## src/vbuf_consts.vh

```
// Purpose: Constants for the display buffer DRAM pin controller
// Assumes: 100 MHz system clock, fast-page-mode DRAM
// Notes: Definitions only
`ifndef VBUF_CONSTS_VH
`define VBUF_CONSTS_VH

// Bank fitting configurations
`define CFG_TWO_X4 2'h0
`define CFG_THREE_X4 2'h1
`define CFG_FOUR_X4 2'h2
`define CFG_ONE_X16 2'h3

// Host address layout
`define HOST_ADDR_W 24
`define HOST_HIGH_LSB 17
`define HOST_LOW_W 17
`define HOST_HIGH_W 7
`define BELOW_MEG_LIMIT 24'h0fffff

// DRAM geometry
`define DRAM_ADDR_W 9
`define DRAM_DATA_W 8

// Timing in ns and derived cycle counts at 10 ns
`define CLK_PERIOD_NS 10
`define T_RAS_PRE_NS 60
`define T_RCD_NS 30
`define T_CAS_NS 20
`define T_RP_NS 50
`define RAS_PRE_CYC ((`T_RAS_PRE_NS + `CLK_PERIOD_NS - 1) / `CLK_PERIOD_NS)
`define RCD_CYC ((`T_RCD_NS + `CLK_PERIOD_NS - 1) / `CLK_PERIOD_NS)
`define CAS_CYC ((`T_CAS_NS + `CLK_PERIOD_NS - 1) / `CLK_PERIOD_NS)
`define RP_CYC ((`T_RP_NS + `CLK_PERIOD_NS - 1) / `CLK_PERIOD_NS)

`endif

```

## src/vbuf_sync2.v

```verilog
// Purpose: Two-flop synchroniser for a bus of pin inputs
// Assumes: Single clock clk_sys_i
// Notes: First stage read only by second stage
`timescale 1ns/1ps
module vbuf_sync2 #(
  parameter W = 1
) (
  input wire clk_sys_i,
  input wire rst_i,
  input wire [W-1:0] d_i,
  output reg [W-1:0] q_o
);
  reg [W-1:0] meta_r;

  always @(posedge clk_sys_i) begin
    if (rst_i) begin
      meta_r <= {W{1'b0}};
      q_o <= {W{1'b0}};
    end else begin
      meta_r <= d_i;
      q_o <= meta_r;
    end
  end
endmodule // vbuf_sync2

```

## src/video_buffer_dram_pins.v

```verilog
// What this block does
// - Drives two to four 256K x4 DRAMs in two banks, or one 256K x16.
// - Each bank has its own 9-bit row/column address bus, bit 8 the MSB.
// - Each bank has its own two-way 8-bit data bus, bits 7 to 0.
// - With x4 parts, bank A strobes serve parts 1 and 2 together.
// - Bank B strobes serve part 3 alone, or parts 3 and 4.
// - With a x16 part, bank A CAS is the lower byte, bank B CAS upper.
// - With a x16 part, only the bank A RAS goes to the DRAM.
// - With a x16 part, bank A write and output enables drive it.
// - Bank B has write and output enables independent of bank A.
// - 12-bit strap set: top pin is an active-low below-1MB decode input.
// - Otherwise the top address pin is bit 23 of a 24-bit address.
//
// Purpose: Display buffer DRAM pin controller, one access per request
// Assumes: Requests come from logic on clk_sys_i; straps and host
//          address pins are asynchronous and are synchronised here
// Notes: Accesses are 16-bit words, bank A low byte, bank B high byte
`timescale 1ns/1ps
`include "vbuf_consts.vh"
module video_buffer_dram_pins #(
  parameter ROW_W = 9,
  parameter COL_W = 9
) (
  input wire clk_sys_i,
  input wire rst_i,
  input wire [1:0] mem_config_i,
  input wire panel_width_strap_i,
  input wire host_addr_top_bit_i,
  input wire [6:0] host_latched_high_addr_i,
  input wire [16:0] host_low_addr_i,
  input wire req_i,
  input wire req_wr_i,
  input wire [1:0] req_byte_en_i,
  input wire [ROW_W-1:0] req_row_i,
  input wire [COL_W-1:0] req_col_i,
  input wire [15:0] req_wdata_i,
  output reg req_ready_o,
  output reg rd_valid_o,
  output reg [15:0] rd_data_o,
  output reg host_hit_o,
  output reg [23:0] host_addr_o,
  output reg [8:0] bank0_mem_addr_o,
  output reg [8:0] bank1_mem_addr_o,
  input wire [7:0] bank0_mem_data_i,
  output reg [7:0] bank0_mem_data_o,
  output reg bank0_mem_data_oe_o,
  input wire [7:0] bank1_mem_data_i,
  output reg [7:0] bank1_mem_data_o,
  output reg bank1_mem_data_oe_o,
  output reg bank0_row_strobe_n_o,
  output reg bank1_row_strobe_n_o,
  output reg bank0_col_strobe_n_o,
  output reg bank1_col_strobe_n_o,
  output reg bank0_out_en_n_o,
  output reg bank1_out_en_n_o,
  output reg bank0_wr_en_n_o,
  output reg bank1_wr_en_n_o
);

  // ***************************************************
  // Constants and helpers
  // ***************************************************
  localparam [2:0] ST_IDLE = 3'h0;
  localparam [2:0] ST_ROW = 3'h1;
  localparam [2:0] ST_COL = 3'h2;
  localparam [2:0] ST_DONE = 3'h3;
  localparam [2:0] ST_PRE = 3'h4;
  localparam integer RCD_I = `RCD_CYC;
  localparam integer CAS_I = `CAS_CYC;
  localparam integer RP_I = `RP_CYC;
  localparam integer RAS_I = `RAS_PRE_CYC;
  localparam [3:0] RCD_N = RCD_I[3:0];
  localparam [3:0] CAS_N = CAS_I[3:0];
  localparam [3:0] RP_N = RP_I[3:0];
  localparam [3:0] RAS_N = RAS_I[3:0];

  // Bank B fitted in this configuration
  function bank1_fitted;
    input [1:0] cfg;
    begin
      bank1_fitted = (cfg == `CFG_THREE_X4) || (cfg == `CFG_FOUR_X4);
    end
  endfunction

  // Single x16 part fitted
  function is_x16;
    input [1:0] cfg;
    begin
      is_x16 = (cfg == `CFG_ONE_X16);
    end
  endfunction

  // ***************************************************
  // Pin synchronisers
  // ***************************************************
  wire [27:0] pins_sync;
  wire [1:0] cfg;
  wire strap_s;
  wire top_s;
  wire [6:0] high_s;
  wire [16:0] low_s;

  vbuf_sync2 #(
    .W(28)
  ) u_sync (
    .clk_sys_i(clk_sys_i),
    .rst_i(rst_i),
    .d_i({mem_config_i, panel_width_strap_i, host_addr_top_bit_i,
          host_latched_high_addr_i, host_low_addr_i}),
    .q_o(pins_sync)
  );

  assign cfg = pins_sync[27:26];
  assign strap_s = pins_sync[25];
  assign top_s = pins_sync[24];
  assign high_s = pins_sync[23:17];
  assign low_s = pins_sync[16:0];

  // ***************************************************
  // Host address formation
  // ***************************************************
  reg [23:0] addr_nxt;
  reg hit_nxt;

  always @* begin
    if (strap_s) begin
      // Top pin is a below-1MB decode, upper bits forced to zero
      addr_nxt = {4'h0, high_s[2:0], low_s};
      hit_nxt = ~top_s;
    end else begin
      addr_nxt = {top_s, high_s[5:0], low_s};
      hit_nxt = ({top_s, high_s[5:0], low_s} <= `BELOW_MEG_LIMIT);
    end
  end

  always @(posedge clk_sys_i) begin
    if (rst_i) begin
      host_addr_o <= 24'h000000;
      host_hit_o <= 1'b0;
    end else begin
      host_addr_o <= addr_nxt;
      host_hit_o <= hit_nxt;
    end
  end

  // ***************************************************
  // Access sequencer
  // ***************************************************
  reg [2:0] state_r;
  reg [3:0] cnt_r;
  reg wr_r;
  reg [1:0] be_r;
  reg [COL_W-1:0] col_r;
  reg [15:0] wdata_r;
  reg b1_fit_r;
  reg x16_r;

  always @(posedge clk_sys_i) begin
    if (rst_i) begin
      state_r <= ST_IDLE;
      cnt_r <= 4'h0;
      wr_r <= 1'b0;
      be_r <= 2'h0;
      col_r <= {COL_W{1'b0}};
      wdata_r <= 16'h0000;
      b1_fit_r <= 1'b0;
      x16_r <= 1'b0;
      req_ready_o <= 1'b0;
      rd_valid_o <= 1'b0;
      rd_data_o <= 16'h0000;
      bank0_mem_addr_o <= 9'h000;
      bank1_mem_addr_o <= 9'h000;
      bank0_mem_data_o <= 8'h00;
      bank1_mem_data_o <= 8'h00;
      bank0_mem_data_oe_o <= 1'b0;
      bank1_mem_data_oe_o <= 1'b0;
      bank0_row_strobe_n_o <= 1'b1;
      bank1_row_strobe_n_o <= 1'b1;
      bank0_col_strobe_n_o <= 1'b1;
      bank1_col_strobe_n_o <= 1'b1;
      bank0_out_en_n_o <= 1'b1;
      bank1_out_en_n_o <= 1'b1;
      bank0_wr_en_n_o <= 1'b1;
      bank1_wr_en_n_o <= 1'b1;
    end else begin
      rd_valid_o <= 1'b0;
      case (state_r)
        ST_IDLE: begin
          req_ready_o <= 1'b1;
          if (req_i && req_ready_o) begin
            req_ready_o <= 1'b0;
            wr_r <= req_wr_i;
            be_r <= req_byte_en_i;
            col_r <= req_col_i;
            wdata_r <= req_wdata_i;
            b1_fit_r <= bank1_fitted(cfg);
            x16_r <= is_x16(cfg);
            // Both banks get the same multiplexed row
            bank0_mem_addr_o <= req_row_i[8:0];
            bank1_mem_addr_o <= req_row_i[8:0];
            state_r <= ST_ROW;
          end
        end
        ST_ROW: begin
          // Bank A RAS covers parts 1 and 2, or the x16 part
          bank0_row_strobe_n_o <= 1'b0;
          // Bank B RAS only with parts 3 (and 4) fitted
          bank1_row_strobe_n_o <= ~b1_fit_r;
          cnt_r <= RCD_N;
          state_r <= ST_COL;
        end
        ST_COL: begin
          if (cnt_r > 4'h1) begin
            cnt_r <= cnt_r - 4'h1;
          end else begin
            bank0_mem_addr_o <= col_r[8:0];
            bank1_mem_addr_o <= col_r[8:0];
            bank0_mem_data_o <= wdata_r[7:0];
            bank1_mem_data_o <= wdata_r[15:8];
            bank0_mem_data_oe_o <= wr_r;
            bank1_mem_data_oe_o <= wr_r & (b1_fit_r | x16_r);
            bank0_wr_en_n_o <= ~wr_r;
            bank0_out_en_n_o <= wr_r;
            // Bank B enables are its own, idle in x16 use
            bank1_wr_en_n_o <= ~(wr_r & b1_fit_r);
            bank1_out_en_n_o <= ~(~wr_r & b1_fit_r);
            // Lower byte CAS on A, upper byte CAS on B
            bank0_col_strobe_n_o <= ~be_r[0];
            bank1_col_strobe_n_o <=
              ~(be_r[1] & (b1_fit_r | x16_r));
            cnt_r <= CAS_N + 4'h1;
            state_r <= ST_DONE;
          end
        end
        ST_DONE: begin
          if (cnt_r > 4'h1) begin
            cnt_r <= cnt_r - 4'h1;
          end else begin
            if (!wr_r) begin
              // x16 upper byte shares the bank B data pins
              rd_data_o <= {bank1_mem_data_i, bank0_mem_data_i};
              rd_valid_o <= 1'b1;
            end
            bank0_row_strobe_n_o <= 1'b1;
            bank1_row_strobe_n_o <= 1'b1;
            bank0_col_strobe_n_o <= 1'b1;
            bank1_col_strobe_n_o <= 1'b1;
            bank0_out_en_n_o <= 1'b1;
            bank1_out_en_n_o <= 1'b1;
            bank0_wr_en_n_o <= 1'b1;
            bank1_wr_en_n_o <= 1'b1;
            bank0_mem_data_oe_o <= 1'b0;
            bank1_mem_data_oe_o <= 1'b0;
            cnt_r <= (RP_N > RAS_N) ? RP_N : RAS_N;
            state_r <= ST_PRE;
          end
        end
        ST_PRE: begin
          if (cnt_r > 4'h1) begin
            cnt_r <= cnt_r - 4'h1;
          end else begin
            state_r <= ST_IDLE;
          end
        end
        default: begin
          state_r <= ST_IDLE;
        end
      endcase
    end
  end

endmodule // video_buffer_dram_pins

```

## config.mk

```make
export PLATFORM = sky130hd
export DESIGN_NAME = video_buffer_dram_pins
export DESIGN_NICKNAME = d
export VERILOG_FILES = /design/src/vbuf_sync2.v /design/src/video_buffer_dram_pins.v
export VERILOG_INCLUDE_DIRS = /design/src
export SDC_FILE = /design/constraint.sdc
export NUM_CORES = 1
export LEC_CHECK = 0
export ABC_CLOCK_PERIOD_IN_PS = 3720
export BUFFER_PORTS_ARGS = -buffer_cell sky130_fd_sc_hd__buf_2
export CORE_MARGIN = 2
export CORE_UTILIZATION = 55
export DETAILED_ROUTE_END_ITERATION = 7
export GPL_ROUTABILITY_DRIVEN = 0
export HOLD_SLACK_MARGIN = 0.1
export PLACE_DENSITY = 0.95
export SLEW_MARGIN = 20
export SYNTH_ARGS = -nofsm -noshare
export SYNTH_HDL_FRONTEND = slang
export SYNTH_SLANG_ARGS = --single-unit
```

## constraint.sdc

```tcl
create_clock -name clk_sys_i -period 3.72 [get_ports clk_sys_i]
set_input_delay 0.372 -clock clk_sys_i [delete_from_list [all_inputs] [get_ports clk_sys_i]]
set_output_delay 0.372 -clock clk_sys_i [all_outputs]
set_load 0.02 [all_outputs]
```

# Yosys cells after proc, flatten, opt, wreduce, memory -nomap -nowiden

Index checks and enable logic that the tools add are counted.

Bits in registers: 171
Output and inout port bits: 87
Logic and storage cells: 109
Input port bits: 84

$lt $le $gt $ge: 2
Reduce and logical (&&, ||, !) cells: 17
Multiplexer cells: 34
Bitwise gates (word level): 14
$add $sub $neg: 1
Eq/ne operators: 12

Operators by type and width:

| operator                                                          | number |
|---|---|
| less-or-equal comparator 24 x 20 -> 1 bit (second input constant) | 1 |
| case mux 1 bit (2 select lines)                                   | 10 |
| 2-to-1 mux 9 bit                                                  | 2 |
| case mux 9 bit (2 select lines)                                   | 1 |
| case mux 4 bit (4 select lines)                                   | 1 |
| case mux 3 bit (5 select lines)                                   | 1 |
| 2-to-1 mux 1 bit                                                  | 12 |
| 2-to-1 mux 3 bit                                                  | 4 |
| 2-to-1 mux 4 bit                                                  | 3 |
| inequality test 2 bit (second input constant)                     | 5 |
| NOT 1 bit                                                         | 9 |
| AND reduction 3 bit                                               | 3 |
| AND reduction 2 bit                                               | 4 |
| equality test 3 x 2 -> 1 bit (second input constant)              | 2 |
| nonzero test 2 bit                                                | 3 |
| AND 1 bit                                                         | 4 |
| equality test 2 bit (second input constant)                       | 2 |
| > comparator 4 x 1 -> 1 bit (second input constant)               | 1 |
| AND reduction 4 bit                                               | 1 |
| nonzero test 4 bit                                                | 1 |
| subtractor 4 x 1 -> 4 bit (second input constant)                 | 1 |
| equality test 3 x 1 -> 1 bit (second input constant)              | 1 |
| equality test 3 bit (second input constant)                       | 1 |
| zero test 3 bit                                                   | 1 |
| other kinds (6)                                                   | 6 |

# Logic depth before layout (Yosys ltp)

Gate-level depths: netlist of the first run.

Depth in word-level cells: 5
Mapped depth: 9
Mapped depth without buffers: 6

# Hierarchy

From an unflattened synthesis of the first run, not the netlist that was laid out.

Cells, all modules: 575
Area total of the unflattened synthesis: 5,969.5 µm²

Modules (own cells, without submodules):

| module                 | area an instance (µm²) | sequential area each (µm²) | cells an instance | instances |
|---|---|---|---|---|
| video_buffer_dram_pins | 4,359.2                | 2,302.2                    | 457               | 1 |
| vbuf_sync2             | 1,610.3                | 1,121.1                    | 118               | 1 |

# Least setup slack after synthesis of the first run

No wires, ideal clock.

Kind: register to register
Start: register cnt_r[0]
End: register bank0_mem_data_o[1]
Data required time: 3.592 ns
Setup time: 0.128 ns
Arrival time: 1.620 ns
Path slack: 1.973 ns
Cell stages (with the launch flop): 10
Cells stage by stage: dfxtp_1 > inv_1 > ha_1 > or2_1 > buf_6 > nand4_1 > buf_6 > buf_6 > mux2i_1 > nor2_1

Word-level cells in the longest chain between the ends: 3

RTL lines:

| item                                 | line                         | text |
|---|---|---|
| start: declaration                   | video_buffer_dram_pins.v:150 | `reg [3:0] cnt_r;` |
| start signal: assignment             | video_buffer_dram_pins.v:214 | `cnt_r <= cnt_r - 4'h1;` |
| start signal: assignment             | video_buffer_dram_pins.v:231 | `cnt_r <= CAS_N + 4'h1;` |
| start signal: assignment             | video_buffer_dram_pins.v:237 | `cnt_r <= cnt_r - 4'h1;` |
| > comparator 4 x 1 -> 1 bit          | video_buffer_dram_pins.v:213 | `if (cnt_r > 4'h1) begin` |
| NOT 1 bit (no source line)           | -                            |  |
| AND reduction 2 bit (no source line) | -                            |  |
| end signal: assignment               | video_buffer_dram_pins.v:218 | `bank0_mem_data_o <= wdata_r[7:0];` |
| end: declaration                     | video_buffer_dram_pins.v:45  | `output reg [7:0] bank0_mem_data_o,` |

Every way passes these cells.
A chain may end at the register's enable or synchronous reset.

# Worst setup path after layout of the first run

Start: register state_r[1]
End: register rd_data_o[4]

Word-level cells in the longest chain between the ends: 2

RTL lines:

| item                                 | line                         | text |
|---|---|---|
| start: declaration                   | video_buffer_dram_pins.v:149 | `reg [2:0] state_r;` |
| start signal: assignment             | video_buffer_dram_pins.v:160 | `state_r <= ST_IDLE;` |
| start signal: assignment             | video_buffer_dram_pins.v:201 | `state_r <= ST_ROW;` |
| start signal: assignment             | video_buffer_dram_pins.v:210 | `state_r <= ST_COL;` |
| equality test 3 x 2 -> 1 bit         | video_buffer_dram_pins.v:187 | `case (state_r)` |
| AND reduction 3 bit (no source line) | -                            |  |
| end signal: assignment               | video_buffer_dram_pins.v:241 | `rd_data_o <= {bank1_mem_data_i, bank0_mem_data_i};` |
| end: declaration                     | video_buffer_dram_pins.v:39  | `output reg [15:0] rd_data_o,` |

Every way passes these cells.

==> impl_metrics.json, run 1 <==
{
  "maxCapViolCount": 0,
  "skew_ns": 0.00896,
  "path_cells": "nand4_1, buf_6, mux2i_1, nor2_1",
  "netlist_instances": 573,
  "finalSetupViolCount": 0,
  "crit_fanout": 26,
  "layout_min_cycle_time_ns": 2.50,
  "worst_pin_slew_ns": 1.06,
  "synth_edf_count": 0,
  "die_h_um": 107,
  "cts.sink_count": 169,
  "n_antenna_cell": 0,
  "cts_buffers": 17,
  "fin_crit_sh": 0.671,
  "grt_pass1_vias": 4698,
  "critPathTopFamily": "flip-flops",
  "finalPower_mw": 5.19,
  "yosysSeqAreaShare": 0.580,
  "cts_tree": "built",
  "max_stage_delay_ns": 1.02,
  "fin_nets": 873,
  "grt_first_pass_wirelength_mm": 22.7,
  "synth_seq_cells": 169,
  "synth_most_common_cell": "dfxtp_1",
  "start_util": 0.565,
  "overflow": 0,
  "synth.largest_area_cell": "dfxtp_1",
  "crit_buf_inv": 1,
  "core_um2": 10300,
  "synth-compound-area-share": 0.0901,
  "ant_nets": 0,
  "ys.flop_type": "dfxtp_1",
  "yosys-top-cells-area": "dfxtp_1, nor2b_1, mux2i_1, nand2_1, a21oi_1",
  "power_density_nw_per_um2": 660,
  "synthMuxAreaShare": 0.0738,
  "drt-wirelength-per-cell_um": 15.5,
  "drive_above_1_share": 0.278,
  "clk_latency_ns": 0.53,
  "rows": 37,
  "wl_mm": 14.4,
  "syn_area_per_cell_um2": 10.2,
  "clockBufferDepth": 2,
  "synth_top_area_frac": 0.580,
  "design.die.area_um2": 11400,
  "slew_violations": 0,
  "nFillCells": 631,
  "viasPerCell": 5.04,
  "seq_area_um2": 3380,
  "async_flop_share": 0,
  "multi_input_area_um2": 2120,
  "hold_violations": 0,
  "status": "finished, final reports clean",
  "holdWs_ns": 0.126,
  "synth_top_family_by_area": "simple AND/OR/NAND/NOR gates",
  "synth_fp_nets": 660,
  "hold_class": "input pin to flip-flop",
  "synthesis.area_um2": 5830,
  "cts_resized": 0,
  "pin_count": 171,
  "synthToLayoutAreaGrowth_pct": 34.9,
  "critPathKind": "flip-flop to flip-flop",
  "htreeDepth": 4,
  "yosys-top-cells-count": "dfxtp_1, nor2b_1, nand2_1",
  "antenna_found_initial": 0,
  "cts_setup_buffers": 0,
  "drc": 0,
  "groute.usage.overall": 0.255,
  "port_buffers": 169,
  "vias": 4717,
  "fmaxAchievable_ghz": 0.401,
  "synth_xor_area_frac": 0,
  "setup_ws_ns": 1.22,
  "root_buffer": "clkbuf_8",
  "dp_hpwl_mm": 8.20,
  "relSlewSlack": 0.293,
  "p_leak_nw": 3.68,
  "cpMaxStageDelayCell": "dfxtp_1",
  "yosys.area_share.adder": 0.00643,
  "peakVddDrop_mv": 0.384,
  "end_kind": "flip-flop",
  "dp_worst_setup_slack_ns": 0.809,
  "yosys.cell_types.count": 41,
  "die_x_um": 107,
  "crit_required_ns": 4.12,
  "rsz0062_at_grt": "no",
  "fin_setup_tns_ns": 0,
  "ys_warn_count": 0,
  "startpoint_type": "flip-flop",
  "dr.pass1.iters": 5,
  "path_clk_slew_ns": 0.07,
  "grt_max_degree": 67,
  "critPathArrivalTime_ns": 2.90,
  "initialDrtViolationCount": 335,
  "yosys.area_share.simple": 0.193
}
[per-stage QoR]
| stage | cell area, µm² | std cells | utilization |
|---|---|---|---|
| 6_report | 7870 | 935 | 0.762 |
| 5_1_grt | 7870 | 935 | 0.762 |
| 4_1_cts | 7850 | 933 | 0.760 |
| 3_5_place_dp | 6580 | 833 | 0.637 |
| 3_3_place_gp | 6580 | 833 | 0.637 |
| 2_1_floorplan | 5830 | 573 | - |
[report_power, final]
group | leakage (nW) | switching [mW] | internal [mW]
Sequential | 1.38 | 0.182 | 2.00
Clock | 0.293 | 0.804 | 0.932
Combinational | 2.01 | 0.781 | 0.494
Total | 3.68 | 1.77 | 3.42
[worst paths after layout]
path                       startpoint      endpoint  slack [ns]  depth (start not counted)
hold / removal    bank0_mem_data_i[7]  rd_data_o[7]        0.13                          3
setup / recovery           state_r[1]  rd_data_o[4]        1.22                          4
setup reg to reg           state_r[1]  rd_data_o[4]        1.22                          4
hold reg to reg        u_sync.q_o[24]    host_hit_o        0.42                          1
[cells by family after synthesis]
logic type | count (synthesis)
AO/OA/AOI/OAI | 79
adder cells (fa/ha/maj) | 3
multiplexers | 43
AND/OR/NAND/NOR | 224
buffers and inverters | 55
flip-flops | 169
[what timing repair did]
action                     CTS  global route
hold endpoints to repair    68             1
setup endpoints to repair    0             0
hold buffers                68             1
[final cells by class]
cell class,count,share of cell area
flip-flops and latches,169,0.430
multi-input cells,349,0.269
repair buffers,244,0.202
clock buffers,17,0.0526
clock inverters,15,0.0224
well taps,136,0.0216
inverters,5,0.00238
[cells in the final DEF (no fill, tap or decap), types with 2 or more instances in the layout]
cell           count
dfxtp_1          169
buf_2            168
nor2b_1           77
dlygate4sd3_1     69
nand2_1           66
nor2_1            48
a21oi_1           45
mux2i_1           43
clkbuf_16         16
nor3_1            10
a211oi_2           9
o21ai_0            8
and2_1             7
buf_4              6
inv_1              5
inv_8              5
inv_6              4
nand4_1            3
ha_1               3
a2111oi_2          2
o311a_1            2
nand3_1            2
and4b_1            2
o22ai_1            2
o21ai_1            2
clkinv_8           2
clkinv_4           2
[worst min-delay path, stage by stage]
cell     delay (ns)
buf_2          0.08
mux2i_1        0.06
nor2_1         0.09
[sequential cells by signal, indices dropped and copies added, names as in the netlist, 3 cells and up]
name / cells
col_r: 9
cnt_r: 4
rd_data_o: 16
wdata_r: 16
bank1_mem_addr_o: 9
u_sync.meta_r: 27
state_r: 3
bank1_mem_data_o: 8
u_sync.q_o: 27
bank0_mem_data_o: 8
host_addr_o: 24
[per-layer routing]
layer,share of wire,GRT usage
met4,0.016,0.0993
met2,0.52,0.458
met5,0,0
met1,0.40,0.289
met3,0.069,0.0663
(Power assumes the default switching activity.)
==> inputs of run 2 (changes only) <==
--- a/config.mk
+++ b/config.mk
@@ -6,14 +6,14 @@
 export SDC_FILE = /design/constraint.sdc
 export NUM_CORES = 1
 export LEC_CHECK = 0
-export ABC_CLOCK_PERIOD_IN_PS = 3720
+export ABC_CLOCK_PERIOD_IN_PS = 2400
 export BUFFER_PORTS_ARGS = -buffer_cell sky130_fd_sc_hd__buf_2
 export CORE_MARGIN = 2
-export CORE_UTILIZATION = 55
+export CORE_UTILIZATION = 51
 export DETAILED_ROUTE_END_ITERATION = 7
 export GPL_ROUTABILITY_DRIVEN = 0
 export HOLD_SLACK_MARGIN = 0.1
-export PLACE_DENSITY = 0.95
+export PLACE_DENSITY = 0.9
 export SLEW_MARGIN = 20
 export SYNTH_ARGS = -nofsm -noshare
 export SYNTH_HDL_FRONTEND = slang
==> constraint.sdc (replaced) <==
create_clock -name clk_sys_i -period 2.4 [get_ports clk_sys_i]
set_input_delay 0.24 -clock clk_sys_i [delete_from_list [all_inputs] [get_ports clk_sys_i]]
set_output_delay 0.24 -clock clk_sys_i [all_outputs]
set_load 0.02 [all_outputs]
==> run 2 against run 1 <==
  * Critical path depth up 3
  * Combinational power up 59%
  * Sequential power up 53%
  * Non-clock buffer count up 10
  * Critical endpoint is now bank1_mem_data_o[0]
  * Worst setup slack worse by 0.78 ns
  * Via count down 1.1%
  * Clock skew about the same
  * Clock power up 55%
  * Fmax up 28%
  * Design area up 1.2%
  * Hold slack better by 0.062 ns
  * Sequential share of layout area down 0.51 points
==> impl_metrics.json, run 2 (synthesis gave the netlist of run 1 again) <==
{
  "startpoint_type": "flip-flop",
  "grt_max_degree": 58,
  "drive_above_1_share": 0.283,
  "placed_area_um2": 6670,
  "p_leak_nw": 3.72,
  "vias": 4665,
  "pin_count": 171,
  "holdWs_ns": 0.188,
  "drc": 0,
  "p_switching_mw": 2.65,
  "critPathKind": "flip-flop to flip-flop",
  "hold_class": "input pin to flip-flop",
  "start_util": 0.518,
  "cts_buffers": 17,
  "hold_violations": 0,
  "final_common_cell": "dfxtp_1",
  "reg_top3": "u_sync.meta_r x27, u_sync.q_o x27, host_addr_o x24",
  "power_density_nw_per_um2": 1010,
  "cts_resized": 0,
  "layout_min_cycle_time_ns": 1.95,
  "p_seq_frac": 0.415,
  "hp-start": "req_row_i[3]",
  "crit_fanout": 18,
  "dr.pass1.iters": 5,
  "setup_ws_ns": 0.446,
  "fin_crit_sh": 0.814,
  "die_h_um": 111,
  "drt-wirelength-per-cell_um": 15.2,
  "fin_setup_tns_ns": 0,
  "root_buffer": "clkbuf_16",
  "groute.usage.overall": 0.237,
  "placed_cells": 849,
  "end_kind": "flip-flop",
  "rsz0062_at_grt": "no",
  "worst_pin_slew_ns": 0.525,
  "cts.sink_count": 169,
  "antenna_found_initial": 0,
  "relSlewSlack": 0.650,
  "layout_common_cells": "dfxtp_1, buf_2, nor2b_1",
  "clockPowerShare": 0.335,
  "dp_worst_setup_slack_ns": 0.495,
  "maxCapViolCount": 0,
  "rr_startpoint": "cnt_r[0]",
  "cts_setup_buffers": 0,
  "holdBufCountCts": 71,
  "final_cell_area_um2": 7970,
  "slew_violations": 0,
  "grt_pass1_vias": 4781,
  "skew_ns": 0.00921,
  "port_buffers": 169,
  "path_clk_slew_ns": 0.07,
  "finalNonFillerCells": 952,
  "rows": 39,
  "core_um2": 11300,
  "clk_latency_ns": 0.42,
  "critPathArrivalTime_ns": 2.27,
  "peakVddDrop_mv": 0.764,
  "sw_frac_of_total": 0.329,
  "cts_tree": "built",
  "n_antenna_cell": 0,
  "wl_mm": 14.4,
  "internal_power_mw": 5.40,
  "worstSetupStartpoint": "cnt_r[0]",
  "pwr-share-comb": 0.251,
  "crit_required_ns": 2.71,
  "initialDrtViolationCount": 209,
  "clockBufferDepth": 2,
  "ant_nets": 0,
  "status": "finished, final reports clean",
  "fmaxAchievable_ghz": 0.512,
  "grt_first_pass_wirelength_mm": 23.2,
  "synthToLayoutAreaGrowth_pct": 36.5,
  "fin_nets": 883,
  "viasPerCell": 4.90,
  "htreeDepth": 4,
  "design.die.area_um2": 12300,
  "finalSetupViolCount": 0,
  "die_x_um": 111,
  "overflow": 0,
  "dp_hpwl_mm": 8.00
}
==> run 2: cell count changes in the layout (fill, tap and decap cells not counted) <==
cell           change
buf_4              +8
clkinvlp_4         +2
dlygate4sd3_1      +2
buf_12             +1
clkinv_8           -2
inv_8              -2
clkbuf_16          +1
and3_2             -1
clkinv_2           -1
buf_6              -1
inv_6              +2
and3_1             +1
==> run 2: stage by stage <==
stage / total power, mW / utilization
floorplan: 4.96 / -
global placement: 5.24 / 0.591
detailed placement: 5.28 / 0.591
CTS: 8.06 / 0.707
global route: 8.42 / 0.707
finish: 8.05 / 0.707
==> run 2: critical path, cell delays in order, from the launching register on <==
cell and delay, ns:
dfxtp_1 0.39, inv_1 0.09, ha_1 0.24, or2_1 0.30
nand4_1 0.13, buf_4 0.33, mux2i_1 0.29, nor2_1 0.06
==> run 2: power by group through the flow <==
stage | sequential, mW | combinational [mW] | clock [mW]
after CTS | 3.32 | 2.00 | 2.74
after global routing | 3.38 | 2.19 | 2.85
final | 3.34 | 2.02 | 2.69
after detailed placement | 3.38 | 1.90 | 0
after global placement | 3.37 | 1.87 | 0
after floorplan | 3.45 | 1.51 | 0
==> run 2: path summary, 6_finish.rpt <==
path | endpoint | slack [ns] | cells past startpoint
setup reg to reg | bank1_mem_data_o[0] | 0.45 | 7
hold reg to reg | host_hit_o | 0.43 | 1
setup / recovery | bank1_mem_data_o[0] | 0.45 | 7
hold / removal | bank1_mem_addr_o[3] | 0.19 | 3
==> run 2: area by class of cell <==
class                      instances  area (µm²)
fill                             741        3310
clock buffer                      18         439
timing repair buffer             254        1680
inverter                           5        18.8
multi-input combinational        349        2120
tap                              143         179
sequential                       169        3380
clock inverter                    14         149
==> run 2: per-layer routing <==
layer  share of wire  vias up  GRT usage
li1                -     2329          -
met1            0.40     2171      0.258
met2            0.52      148      0.428
met3           0.067       17     0.0755
met4           0.013        0     0.0925
met5               0        -          0
